**src/verilog/uart_imc_regs.svh**
```systemverilog
`ifndef UART_IMC_REGS_SVH
`define UART_IMC_REGS_SVH

// word-aligned byte offsets on the register bus
`define OFS_IRQ_EN     5'h04
`define OFS_IRQ_ID     5'h08
`define OFS_MDM_CTL    5'h10
`define OFS_MDM_STAT   5'h18
`define OFS_SCR        5'h1c

`define IRQ_EN_RST     4'h0
`define MDM_CTL_RST    5'h00
`define SCR_RST        8'h00
`define TRIG_RST       2'h0

// enable register fields
`define EN_RX          0
`define EN_TXE         1
`define EN_LS          2
`define EN_MS          3
// modem control fields
`define CTL_DTR        0
`define CTL_RTS        1
`define CTL_AUX1       2
`define CTL_AUX2       3
`define CTL_LOOP       4
// fifo control fields
`define FCR_EN         0
`define FCR_RXCLR      1
`define FCR_TXCLR      2
`define FCR_TRIG_LO    6
`define FCR_TRIG_HI    7

// receive trigger levels in bytes
`define TRIG_LVL0      5'd1
`define TRIG_LVL1      5'd4
`define TRIG_LVL2      5'd8
`define TRIG_LVL3      5'd14

// receive timeout: character times, baud ticks per bit
`define TO_CHAR_TIMES  4
`define BAUD_OVERSAMPLE 16

`endif

```
**src/verilog/uart_imc_pkg.sv**
```systemverilog
`default_nettype none
package uart_imc_pkg;
	// identity code, bits 3:1 of the identity register
	typedef enum logic [2:0] {
		ID_MS   = 3'b000,
		ID_TXE  = 3'b001,
		ID_RX   = 3'b010,
		ID_LS   = 3'b011,
		ID_TO   = 3'b110
	} irq_id_t;
	typedef logic [1:0] trig_sel_t;
endpackage
`default_nettype wire

```
**src/verilog/uart_irq_modem_ctrl.sv**
```systemverilog
// How it works
// - priority: line status, received data, holding empty, modem status
// - identity read freezes the interrupt output; new events still record
// - identity bit 0 reads 0 when an enabled interrupt pends, else 1
// - identity bit 3 flags character timeout, only in fifo mode
// - identity bits 5:4 read 0; bits 7:6 read 1 when fifos enabled
// - disabled sources neither show in identity nor raise the output
// - enable bit 0 gates received data and, in fifo mode, timeout
// - enable bit 2 line status, bit 3 modem status; bits 7:4 read 0
// - control bits 3:0 drive the four modem output pins inverted
// - loopback holds serial out at mark and routes transmit into receive
// - loopback detaches modem inputs, feeds control bits, pins go high
// - in loopback interrupts still work; modem sources are control bits
// - change flags on cts, dsr, dcd edges; ring flag on trailing edge
// - reading modem status clears change flags; any flag raises interrupt
// - status bits 7:4 show active modem inputs, or control bits in loopback
// - eight-bit scratch register with no side effect
// - fifo mode receive interrupt follows the trigger level both ways
// - line status outranks received data, and received data outranks timeout
// - timeout after four idle character times with data in the fifo
// - a fifo read or a new character restarts the timeout timer
// - holding empty sets when fifo empties; cleared by write or by an identity read that reports it
// - with receive interrupts off, neither trigger nor timeout is reported
// - fifo enable bit activates both fifos; toggling it empties them
// - fifo control bits 7:6 choose the receive trigger level
//
// Added by the designer: the Wishbone interface to the registers and the register offsets.
`include "uart_imc_regs.svh"
`default_nettype none
module uart_irq_modem_ctrl #(
	parameter int CHAR_BITS = 10,
	parameter int CNT_W     = 5
) (
	input  wire logic        CLK_SYS,        // system clock, 200 MHz
	input  wire logic        SYS_RST,        // async reset, active high
	input  wire logic        CYC_I,          // wishbone cycle
	input  wire logic        STB_I,          // wishbone strobe
	input  wire logic        WE_I,           // wishbone write
	input  wire logic [4:0]  ADR_I,          // byte address
	input  wire logic [31:0] DAT_I,          // write data
	input  wire logic [3:0]  SEL_I,          // byte lanes
	output logic      [31:0] DAT_O,          // read data
	output logic             ACK_O,          // wishbone acknowledge
	output logic             IRQ_OUT,        // interrupt, active high
	input  wire logic        CTS_N,          // clear to send pin
	input  wire logic        DSR_N,          // data set ready pin
	input  wire logic        RI_N,           // ring indicator pin
	input  wire logic        DCD_N,          // carrier detect pin
	output logic             DTR_N,          // data terminal ready pin
	output logic             RTS_N,          // request to send pin
	output logic             AUX_OUTPUT_ONE_N, // auxiliary output one
	output logic             AUX_OUTPUT_TWO_N, // auxiliary output two
	input  wire logic        SERIAL_RX_PIN,  // serial input pin
	output logic             SERIAL_TX_PIN,  // serial output pin
	input  wire logic        TX_SHIFT_OUT,   // transmit shifter output
	output logic             RX_SHIFT_IN,    // receive shifter input
	input  wire logic [CNT_W-1:0] RX_FIFO_COUNT, // characters held
	input  wire logic        RX_CHAR_STORED, // pulse: character stored
	input  wire logic        RX_FIFO_READ,   // pulse: host read a char
	input  wire logic        LINE_ERROR,     // any line error flag set
	input  wire logic        TX_FIFO_EMPTY,  // transmit holding empty
	input  wire logic        THR_WRITE,      // pulse: holding reg write
	input  wire logic        RX_BAUD_TICK,   // one per 16x receive tick
	output logic             FIFO_ENABLE,    // fifo mode active
	output logic             RX_FIFO_CLEAR,  // pulse: empty rx fifo
	output logic             TX_FIFO_CLEAR   // pulse: empty tx fifo
);
	import uart_imc_pkg::*;

	localparam int TO_TICKS_I = `TO_CHAR_TIMES * `BAUD_OVERSAMPLE * CHAR_BITS;
	localparam logic [15:0] TO_TICKS = 16'(TO_TICKS_I);

	initial begin
		if (CHAR_BITS < 7 || CHAR_BITS > 12)
			$error("CHAR_BITS out of range");
		if (CNT_W < 5)
			$error("CNT_W too narrow for trigger 14");
	end

	logic        ack_reg;
	logic [7:0]  rd_reg;
	logic [3:0]  irq_en_reg;
	logic [4:0]  mdm_ctl_reg;
	logic [7:0]  scr_reg;
	logic        fifo_en_reg;
	trig_sel_t   trig_reg;
	logic        rxclr_reg;
	logic        txclr_reg;
	logic        irq_reg;
	logic        txe_reg;
	logic        tx_empty_prev_reg;
	logic [3:0]  pin_s1_reg;
	logic [3:0]  pin_s2_reg;
	logic [3:0]  act_prev_reg;
	logic [3:0]  delta_reg;
	logic        rx_s1_reg;
	logic        rx_s2_reg;
	logic        rx_in_reg;
	logic        tx_pin_reg;
	logic [3:0]  modem_pin_reg;
	logic [15:0] to_cnt_reg;

	logic        req;
	logic        wr;
	logic        rd;
	logic        id_access;
	logic        loop;
	logic [3:0]  act;
	logic [3:0]  delta_set;
	logic [CNT_W-1:0] trig_lvl;
	logic        rx_pend;
	logic        to_pend;
	logic        ls_e;
	logic        rx_e;
	logic        to_e;
	logic        th_e;
	logic        ms_e;
	logic        any_pend;
	irq_id_t     id_code;
	logic [7:0]  id_val;
	logic [7:0]  rd_mux;

	// one wait state: ack follows the request edge, then drops
	assign req  = CYC_I & STB_I & ~ack_reg;
	assign wr   = req & WE_I & SEL_I[0];
	assign rd   = req & ~WE_I;
	assign loop = mdm_ctl_reg[`CTL_LOOP];
	assign id_access = CYC_I & STB_I & ~WE_I & (ADR_I == `OFS_IRQ_ID);

	always_ff @(posedge CLK_SYS or posedge SYS_RST)
	begin
		if (SYS_RST)
			ack_reg <= 1'b0;
		else
			ack_reg <= req;
	end

	// the identity value is captured once, so the read is atomic
	always_ff @(posedge CLK_SYS or posedge SYS_RST)
	begin
		if (SYS_RST)
			rd_reg <= 8'h00;
		else if (rd)
			rd_reg <= rd_mux;
	end

	always_ff @(posedge CLK_SYS or posedge SYS_RST)
	begin
		if (SYS_RST)
		begin
			irq_en_reg  <= `IRQ_EN_RST;
			mdm_ctl_reg <= `MDM_CTL_RST;
			scr_reg <= `SCR_RST;
		end
		else if (wr)
		begin
			if (ADR_I == `OFS_IRQ_EN)
				irq_en_reg <= DAT_I[3:0];
			if (ADR_I == `OFS_MDM_CTL)
				mdm_ctl_reg <= DAT_I[4:0];
			if (ADR_I == `OFS_SCR)
				scr_reg <= DAT_I[7:0];
		end
	end

	// fifo control shares the identity offset on writes
	always_ff @(posedge CLK_SYS or posedge SYS_RST)
	begin
		if (SYS_RST)
		begin
			fifo_en_reg <= 1'b0;
			trig_reg    <= `TRIG_RST;
			rxclr_reg   <= 1'b0;
			txclr_reg   <= 1'b0;
		end
		else if (wr && ADR_I == `OFS_IRQ_ID)
		begin
			fifo_en_reg <= DAT_I[`FCR_EN];
			if (DAT_I[`FCR_EN])
				trig_reg <= DAT_I[`FCR_TRIG_HI:`FCR_TRIG_LO];
			rxclr_reg <= (DAT_I[`FCR_EN] != fifo_en_reg) |
				(DAT_I[`FCR_EN] & DAT_I[`FCR_RXCLR]);
			txclr_reg <= (DAT_I[`FCR_EN] != fifo_en_reg) |
				(DAT_I[`FCR_EN] & DAT_I[`FCR_TXCLR]);
		end
		else
		begin
			rxclr_reg <= 1'b0;
			txclr_reg <= 1'b0;
		end
	end

	always_comb
	begin
		case (trig_reg)
			2'h0:    trig_lvl = CNT_W'(`TRIG_LVL0);
			2'h1:    trig_lvl = CNT_W'(`TRIG_LVL1);
			2'h2:    trig_lvl = CNT_W'(`TRIG_LVL2);
			2'h3:    trig_lvl = CNT_W'(`TRIG_LVL3);
			default: trig_lvl = CNT_W'(`TRIG_LVL0);
		endcase
	end

	// timer runs on receive ticks, so the delay scales with the baud rate
	always_ff @(posedge CLK_SYS or posedge SYS_RST)
	begin
		if (SYS_RST)
			to_cnt_reg <= 16'h0000;
		else if (!fifo_en_reg || RX_CHAR_STORED || RX_FIFO_READ ||
			RX_FIFO_COUNT == '0)
			to_cnt_reg <= 16'h0000;
		else if (RX_BAUD_TICK && to_cnt_reg != TO_TICKS)
			to_cnt_reg <= to_cnt_reg + 16'h0001;
	end

	assign rx_pend = fifo_en_reg ? (RX_FIFO_COUNT >= trig_lvl)
		: (RX_FIFO_COUNT != '0);
	assign to_pend = fifo_en_reg & (RX_FIFO_COUNT != '0) &
		(to_cnt_reg == TO_TICKS);

	// set wins over the clear so an empty edge is never lost
	always_ff @(posedge CLK_SYS or posedge SYS_RST)
	begin
		if (SYS_RST)
		begin
			txe_reg           <= 1'b0;
			tx_empty_prev_reg <= 1'b0;
		end
		else
		begin
			tx_empty_prev_reg <= TX_FIFO_EMPTY;
			if ((TX_FIFO_EMPTY & ~tx_empty_prev_reg) |
				(wr & (ADR_I == `OFS_IRQ_EN) & DAT_I[`EN_TXE] &
				~irq_en_reg[`EN_TXE] & TX_FIFO_EMPTY))
				txe_reg <= 1'b1;
			else if (THR_WRITE | (rd & id_access & any_pend &
				(id_code == ID_TXE)))
				txe_reg <= 1'b0;
		end
	end

	assign ls_e = irq_en_reg[`EN_LS] & LINE_ERROR;
	assign rx_e = irq_en_reg[`EN_RX] & rx_pend;
	assign to_e = irq_en_reg[`EN_RX] & to_pend;
	assign th_e = irq_en_reg[`EN_TXE] & txe_reg;
	assign ms_e = irq_en_reg[`EN_MS] & (|delta_reg);
	assign any_pend = ls_e | rx_e | to_e | th_e | ms_e;

	always_comb
	begin
		if (ls_e)
			id_code = ID_LS;
		else if (rx_e)
			id_code = ID_RX;
		else if (to_e)
			id_code = ID_TO;
		else if (th_e)
			id_code = ID_TXE;
		else
			id_code = ID_MS;
	end

	assign id_val = {{2{fifo_en_reg}}, 2'b00, id_code, ~any_pend};

	always_comb
	begin
		case (ADR_I)
			`OFS_IRQ_EN:   rd_mux = {4'h0, irq_en_reg};
			`OFS_IRQ_ID:   rd_mux = id_val;
			`OFS_MDM_CTL:  rd_mux = {3'h0, mdm_ctl_reg};
			`OFS_MDM_STAT: rd_mux = {act, delta_reg};
			`OFS_SCR:      rd_mux = scr_reg;
			default:       rd_mux = 8'h00;
		endcase
	end

	// output holds still while software walks the identity register
	always_ff @(posedge CLK_SYS or posedge SYS_RST)
	begin
		if (SYS_RST)
			irq_reg <= 1'b0;
		else if (!id_access)
			irq_reg <= any_pend;
	end

	// modem inputs: {dcd, ri, dsr, cts}, pins active low
	always_ff @(posedge CLK_SYS or posedge SYS_RST)
	begin
		if (SYS_RST)
		begin
			pin_s1_reg   <= 4'hf;
			pin_s2_reg   <= 4'hf;
			act_prev_reg <= 4'h0;
		end
		else
		begin
			pin_s1_reg   <= {DCD_N, RI_N, DSR_N, CTS_N};
			pin_s2_reg   <= pin_s1_reg;
			act_prev_reg <= act;
		end
	end

	// entering or leaving loopback can itself flag a change
	assign act = loop ? {mdm_ctl_reg[`CTL_AUX2], mdm_ctl_reg[`CTL_AUX1],
		mdm_ctl_reg[`CTL_DTR], mdm_ctl_reg[`CTL_RTS]}
		: ~pin_s2_reg;

	genvar gi;
	generate
		for (gi = 0; gi < 4; gi++)
		begin : g_delta
			if (gi == 2)
				assign delta_set[gi] = act_prev_reg[gi] & ~act[gi];
			else
				assign delta_set[gi] = act_prev_reg[gi] ^ act[gi];
			always_ff @(posedge CLK_SYS or posedge SYS_RST)
			begin
				if (SYS_RST)
					delta_reg[gi] <= 1'b0;
				else if (delta_set[gi])
					delta_reg[gi] <= 1'b1;
				else if (rd && ADR_I == `OFS_MDM_STAT)
					delta_reg[gi] <= 1'b0;
			end
		end
	endgenerate

	always_ff @(posedge CLK_SYS or posedge SYS_RST)
	begin
		if (SYS_RST)
		begin
			rx_s1_reg     <= 1'b1;
			rx_s2_reg     <= 1'b1;
			rx_in_reg     <= 1'b1;
			tx_pin_reg    <= 1'b1;
			modem_pin_reg <= 4'hf;
		end
		else
		begin
			rx_s1_reg  <= SERIAL_RX_PIN;
			rx_s2_reg  <= rx_s1_reg;
			rx_in_reg  <= loop ? TX_SHIFT_OUT : rx_s2_reg;
			tx_pin_reg <= loop | TX_SHIFT_OUT;
			modem_pin_reg <= loop ? 4'hf : ~mdm_ctl_reg[3:0];
		end
	end

	assign DAT_O         = {24'h000000, rd_reg};
	assign ACK_O         = ack_reg;
	assign IRQ_OUT       = irq_reg;
	assign DTR_N         = modem_pin_reg[`CTL_DTR];
	assign RTS_N         = modem_pin_reg[`CTL_RTS];
	assign AUX_OUTPUT_ONE_N = modem_pin_reg[`CTL_AUX1];
	assign AUX_OUTPUT_TWO_N = modem_pin_reg[`CTL_AUX2];
	assign SERIAL_TX_PIN = tx_pin_reg;
	assign RX_SHIFT_IN   = rx_in_reg;
	assign FIFO_ENABLE   = fifo_en_reg;
	assign RX_FIFO_CLEAR = rxclr_reg;
	assign TX_FIFO_CLEAR = txclr_reg;
endmodule
`default_nettype wire

```
**config.mk**
```make
export PLATFORM = sky130hd
export DESIGN_NAME = uart_irq_modem_ctrl
export DESIGN_NICKNAME = d
export VERILOG_FILES = /design/src/verilog/uart_imc_pkg.sv /design/src/verilog/uart_irq_modem_ctrl.sv
export VERILOG_INCLUDE_DIRS = /design/src /design/src/verilog
export SDC_FILE = /design/constraint.sdc
export NUM_CORES = 1
export LEC_CHECK = 0
export ABC_AREA = 1
export BUFFER_PORTS_ARGS = -buffer_cell sky130_fd_sc_hd__buf_2
export CAP_MARGIN = 20
export CORE_MARGIN = 2
export CORE_UTILIZATION = 45
export CTS_CLUSTER_DIAMETER = 60
export CTS_CLUSTER_SIZE = 28
export DETAILED_ROUTE_END_ITERATION = 6
export GPL_TIMING_DRIVEN = 0
export PLACE_DENSITY_LB_ADDON = 0.1
export SLEW_MARGIN = 20
export SYNTH_ARGS = -nofsm -noshare
export SYNTH_HDL_FRONTEND = slang
export SYNTH_SLANG_ARGS = --single-unit
```
**constraint.sdc**
```tcl
create_clock -name CLK_SYS -period 2.48 [get_ports CLK_SYS]
set_input_delay 0.744 -clock CLK_SYS [delete_from_list [all_inputs] [get_ports CLK_SYS]]
set_output_delay 0.744 -clock CLK_SYS [all_outputs]
set_load 0.03 [all_outputs]
```
# Yosys cells after proc, flatten, opt, wreduce, memory -nomap -nowiden
# Index checks and enable logic that the tools add are counted.
# Widths: inputs -> output; s select.
[totals]
register_bits = 74
latchBits = 0
ramBits = 0
romBits = 0
inputBits = 63
wordCells = 126
memories = 0
[op_classes]
add_sub_neg = 1
mul = 0
div = 0
magnitude_cmp = 1
n_eq_ne = 12
shift = 0
muxes = 21
bitwise_logic = 45
n_reduce_logical = 21
[op_table]
columns = ["op", "count"]
rows = [
  ["$pmux 8 s5", 1],
  ["$mux 16", 2],
  ["$and 1x1->1", 25],
  ["$pmux 5 s4", 1],
  ["$add 16x1->16 const B", 1],
  ["$eq 16x10->1 const B", 1],
  ["$ne 16x10->1 const B", 1],
  ["$eq 5x5->1 const B", 3],
  ["$mux 1", 12],
  ["$reduce_bool 2->1", 6],
  ["$mux 3", 3],
  ["$or 1x1->1", 9],
  ["$mux 4", 2],
  ["$not 4->4", 2],
  ["$reduce_and 2->1", 4],
  ["$not 1->1", 6],
  ["$eq 5x3->1 const B", 1],
  ["$eq 5x4->1 const B", 1],
  ["$ge 5x5->1", 1],
  ["$logic_not 5->1", 1],
  ["$reduce_bool 5->1", 1],
  ["$eq 2x2->1 const B", 2],
  ["$reduce_or 4->1", 1],
  ["$eq 3x1->1 const B", 1],
  ["other kinds (7)", 13],
]

# Depth between registers and ports, before layout
[logic_depth]
ltp_word = 14
depth_mapped = 14

# Worst setup path after synthesis
# No wires, ideal clock.
[synth_timing]
path_kind = "input to register"
startpoint = "in RX_FIFO_COUNT[2]"
endpoint = "reg rd_reg[2]"
setup_time_ns = 0.117
arrival_time_ns = 1.767
required_ns = 2.363
slack_ns = 0.596
cell_stages = 13
path_buffers = 0
cell_sequence = "ha_1 > nand2_1 > nand2_1 > nand2_1 > nand2_1 > nor2_1 > nor2_1 > nor2_1 > nand2_1 > nand2_1 > nand2_1 > nand2_1 > nand2_1"
[synth_via]
elab_chain_cells = 8
[synth_lines]
columns = ["item", "line_no", "source"]
rows = [
  ["from (decl)", "uart_irq_modem_ctrl.sv:57", "input wire logic [CNT_W-1:0] RX_FIFO_COUNT,"],
  ["branches (longest 5 deep; another with $ge 5x5->1)", "-", ""],
  ["$mux 3 (*)", "uart_irq_modem_ctrl.sv:253", "else if (rx_e)"],
  ["$mux 3 (*)", "uart_irq_modem_ctrl.sv:251", "if (ls_e)"],
  ["$pmux 8 s5 (*)", "uart_irq_modem_ctrl.sv:267", "case (ADR_I)"],
  ["to (signal assigned)", "uart_irq_modem_ctrl.sv:144", "rd_reg <= rd_mux;"],
  ["to (decl)", "uart_irq_modem_ctrl.sv:81", "logic [7:0] rd_reg;"],
]
# Mark *: on every way between the ends.
# A chain may end at the register's enable or synchronous reset.

# Final worst setup path
[layout_timing]
startpoint = "reg to_cnt_reg[0]"
endpoint = "reg to_cnt_reg[14]"
[layout_via]
elab_chain_cells = 3
[layout_lines]
columns = ["item", "line_no", "source"]
rows = [
  ["from (decl)", "uart_irq_modem_ctrl.sv:101", "logic [15:0] to_cnt_reg;"],
  ["from (signal assigned)", "uart_irq_modem_ctrl.sv:213", "to_cnt_reg <= to_cnt_reg + 16'h0001;"],
  ["$add 16x1->16 / $ne 16x10->1 (equally long branches)", "uart_irq_modem_ctrl.sv:213, uart_irq_modem_ctrl.sv:212", ""],
  ["$mux 16 / $logic_and 1x1->1 (equally long branches)", "uart_irq_modem_ctrl.sv:212", "else if (RX_BAUD_TICK && to_cnt_reg != TO_TICKS)"],
  ["$mux 16 / $reduce_bool 2->1 (equally long branches)", "-", ""],
]
# Several ways; a longest one is shown, not always the timed one. The select of a mux whose other input is x is not followed.

==> impl_metrics.json <==
{
  "dp_slack_ns": 0.324,
  "placedInstanceArea_um2": 4440,
  "num_rows": 33,
  "clockBufferDepth": 2,
  "min_path_type": "in -> async",
  "diodes": 0,
  "clock_latency_ns": 0.34,
  "core-area_um2": 8300,
  "grt_setup_unrepaired": "false",
  "p_sw_frac": 0.269,
  "max_stage_delay_ns": 0.43,
  "drtAntennaViolNets": 0,
  "p_clk_frac": 0.348,
  "numClockSinks": 74,
  "cts.htree.levels": 3,
  "largest_reg_flops": 16,
  "crit_slowest_cell": "dfrtp_1",
  "power.leakage_nw": 2.37,
  "slew_headroom": 0.664,
  "timing_worst_setup_path_type": "reg -> reg",
  "p_comb_frac": 0.127,
  "io_pins": 106,
  "grt-ovfl-total": 0,
  "ys_seq_elements": 74,
  "dp_hpwl_mm": 6.57,
  "synth_cells": 475,
  "layout_commonest_cell": "nand2_1",
  "outcome": "finished, final reports clean",
  "p_int_mw": 1.78,
  "post_cts_buffers": 0,
  "start_util": 0.471,
  "netSwitchingPower_uw": 655,
  "maxCapViolations": 0,
  "setup_viol": 0,
  "drive_gt1_frac": 0.256,
  "drt_iter0_drc": 105,
  "cts-hold-fix-buffers": 0,
  "path_delay_family": "simple AND/OR/NAND/NOR gates",
  "period_needed_ns": 1.83,
  "path_clk_slew_ns": 0.08,
  "cp.arrival_ns": 2.07,
  "fin_ws_ns": 0.646,
  "critPathMaxFanout": 10,
  "seq_area_frac_synth": 0.479,
  "synth.cell_area_um2": 3910,
  "final_cell_mix": "nand2_1 (119), inv_1 (59), dfrtp_1 (58), buf_2 (57), nor2_1 (39)",
  "setup_tns_ns": 0,
  "track_usage": 0.189,
  "postCtsResizedCells": 0,
  "ys_types": 42,
  "seqPwrFrac": 0.524,
  "ys_warn_count": 0,
  "met1_length_mm": 3.71,
  "routed.top_layer": "met4",
  "avgSynthCellArea_um2": 8.23,
  "max_slew.worst_pin.slew_ns": 0.499,
  "io_buffers": 54,
  "finalCritPeriodShare": 0.740,
  "finalHoldViolations": 0,
  "gp_routability_congestion": 0.868,
  "crit_chain": "inv_1, ha_1, inv_1, nor2_1, nand2_1, nor2_2, nand2_2, nand2_2, buf_6, inv_6, nor2_8, inv_4, nand3_2, o21ai_2",
  "multi_input_area_um2": 1630,
  "drt_pass1_iterations": 4,
  "vias_per_cell": 4.82,
  "crit_required_ns": 2.72,
  "hold-worst-slack_ns": 0.343,
  "timing.final.max_slew_violations": 0,
  "tritoncts.num_buffers": 9,
  "drc": 0,
  "worst_setup_path_start_kind": "flip-flop",
  "ir_drop_mv": 0.350,
  "area_growth_syn_to_layout_pct": 18.1,
  "met2_length_mm": 4.11,
  "critical_path_buf_inv_count": 5,
  "n_fill_cell": 813,
  "grt_pass1_vias": 3179,
  "die-area_um2": 9440,
  "routedWlPerCell_um": 12.5,
  "die_h_um": 97.2,
  "grt_max_degree": 35,
  "met3_length_um": 362,
  "drt_wl_total_mm": 8.43,
  "endpoint_kind": "flip-flop",
  "vias": 3256,
  "nets": 634,
  "fin_area_um2": 4610,
  "cts_root_buffer": "clkbuf_8",
  "cellPowerDensity_nw_per_um2": 528,
  "cts_tree": "done",
  "skew_ns": 0.0104,
  "die_x_um": 97.2,
  "area.sequential_um2": 1870,
  "grt_pass1_wl_mm": 14.5,
  "fmax_mhz": 545,
  "antenna_found_initial": 0
}
[layer usage]
layer / up-vias / global-route usage
li1: 1655 / -
met1: 1497 / 0.229
met2: 84 / 0.327
met3: 20 / 0.0381
met4: 0 / 0.0769
met5: - / 0
[final cells by class]
cell class                 count  area share
buffer                        32      0.0534
clock buffer                  14      0.0352
clock inverter                 2     0.00271
inverter                      64      0.0545
multi-input combinational    328       0.353
sequential                    74       0.406
tap                          105      0.0285
timing repair buffer          56      0.0672
[kinds of logic (layout without fill, tap and decap cells)]
family / after synthesis / after routing / synth area share
AOI/OAI and AO/OA: 65 / 65 / 0.0919
adders and majority gates: 6 / 6 / 0.0192
and+or+nand+nor: 228 / 228 / 0.271
muxes: 1 / 1 / 0.00288
other: 1 / 24 / 0.000960
buffers and inverters: 96 / 168 / 0.126
DFF: 74 / 74 / 0.479
xor gates and xnor gates: 4 / 4 / 0.00896
[worst paths after layout]
kind,cells after the start,slack [ns],startpoint,endpoint
setup / recovery,14,0.65,to_cnt_reg[0],to_cnt_reg[14]
hold / removal,2,0.34,SYS_RST,to_cnt_reg[15]
setup reg to reg,14,0.65,to_cnt_reg[0],to_cnt_reg[14]
hold reg to reg,0,0.36,pin_s1_reg[0],pin_s2_reg[0]
max in group asynchronous,4,1.38,SYS_RST,modem_pin_reg[1]
min in group CLK_SYS,0,0.36,pin_s1_reg[0],pin_s2_reg[0]
[stage by stage]
stage	utilization	instances	total power, mW
after floorplan	-	498	1.52
after global placement	0.530	657	1.60
after detailed placement	0.535	659	1.61
after CTS	0.556	675	2.48
after global routing	0.556	675	2.55
final	0.556	675	2.44
[power by group through the flow]
stage | clock, mW | combinational, mW | sequential [mW]
after floorplan | 0 | 0.196 | 1.32
after global placement | 0 | 0.301 | 1.30
after detailed placement | 0 | 0.313 | 1.30
after global routing | 0.922 | 0.345 | 1.28
after CTS | 0.887 | 0.314 | 1.28
final | 0.848 | 0.310 | 1.28
[synthesized netlist by cell type, drive strengths merged]
cell type | count | area [µm²]
dfrtp | 58 | 1450
o22ai | 1 | 6.26
nand2 | 125 | 484
a41oi | 1 | 8.76
clkbuf | 2 | 17.5
conb | 1 | 3.75
a22oi | 1 | 7.51
o31ai | 1 | 7.51
nand3b | 5 | 37.5
nor4 | 2 | 12.5
a21oi | 12 | 60.1
a31oi | 2 | 12.5
dfstp | 16 | 420
nor2 | 45 | 208
buf | 30 | 229
and3 | 1 | 6.26
nor3 | 12 | 75.1
o21bai | 3 | 22.5
or2 | 2 | 12.5
nand3 | 21 | 125
o211ai | 1 | 7.51
ha | 6 | 75.1
nor3b | 2 | 15.0
inv | 64 | 248
o21ai | 43 | 226
nand4 | 13 | 81.3
xor2 | 4 | 35.0
mux2 | 1 | 11.3
(Power assumes the default switching activity.)
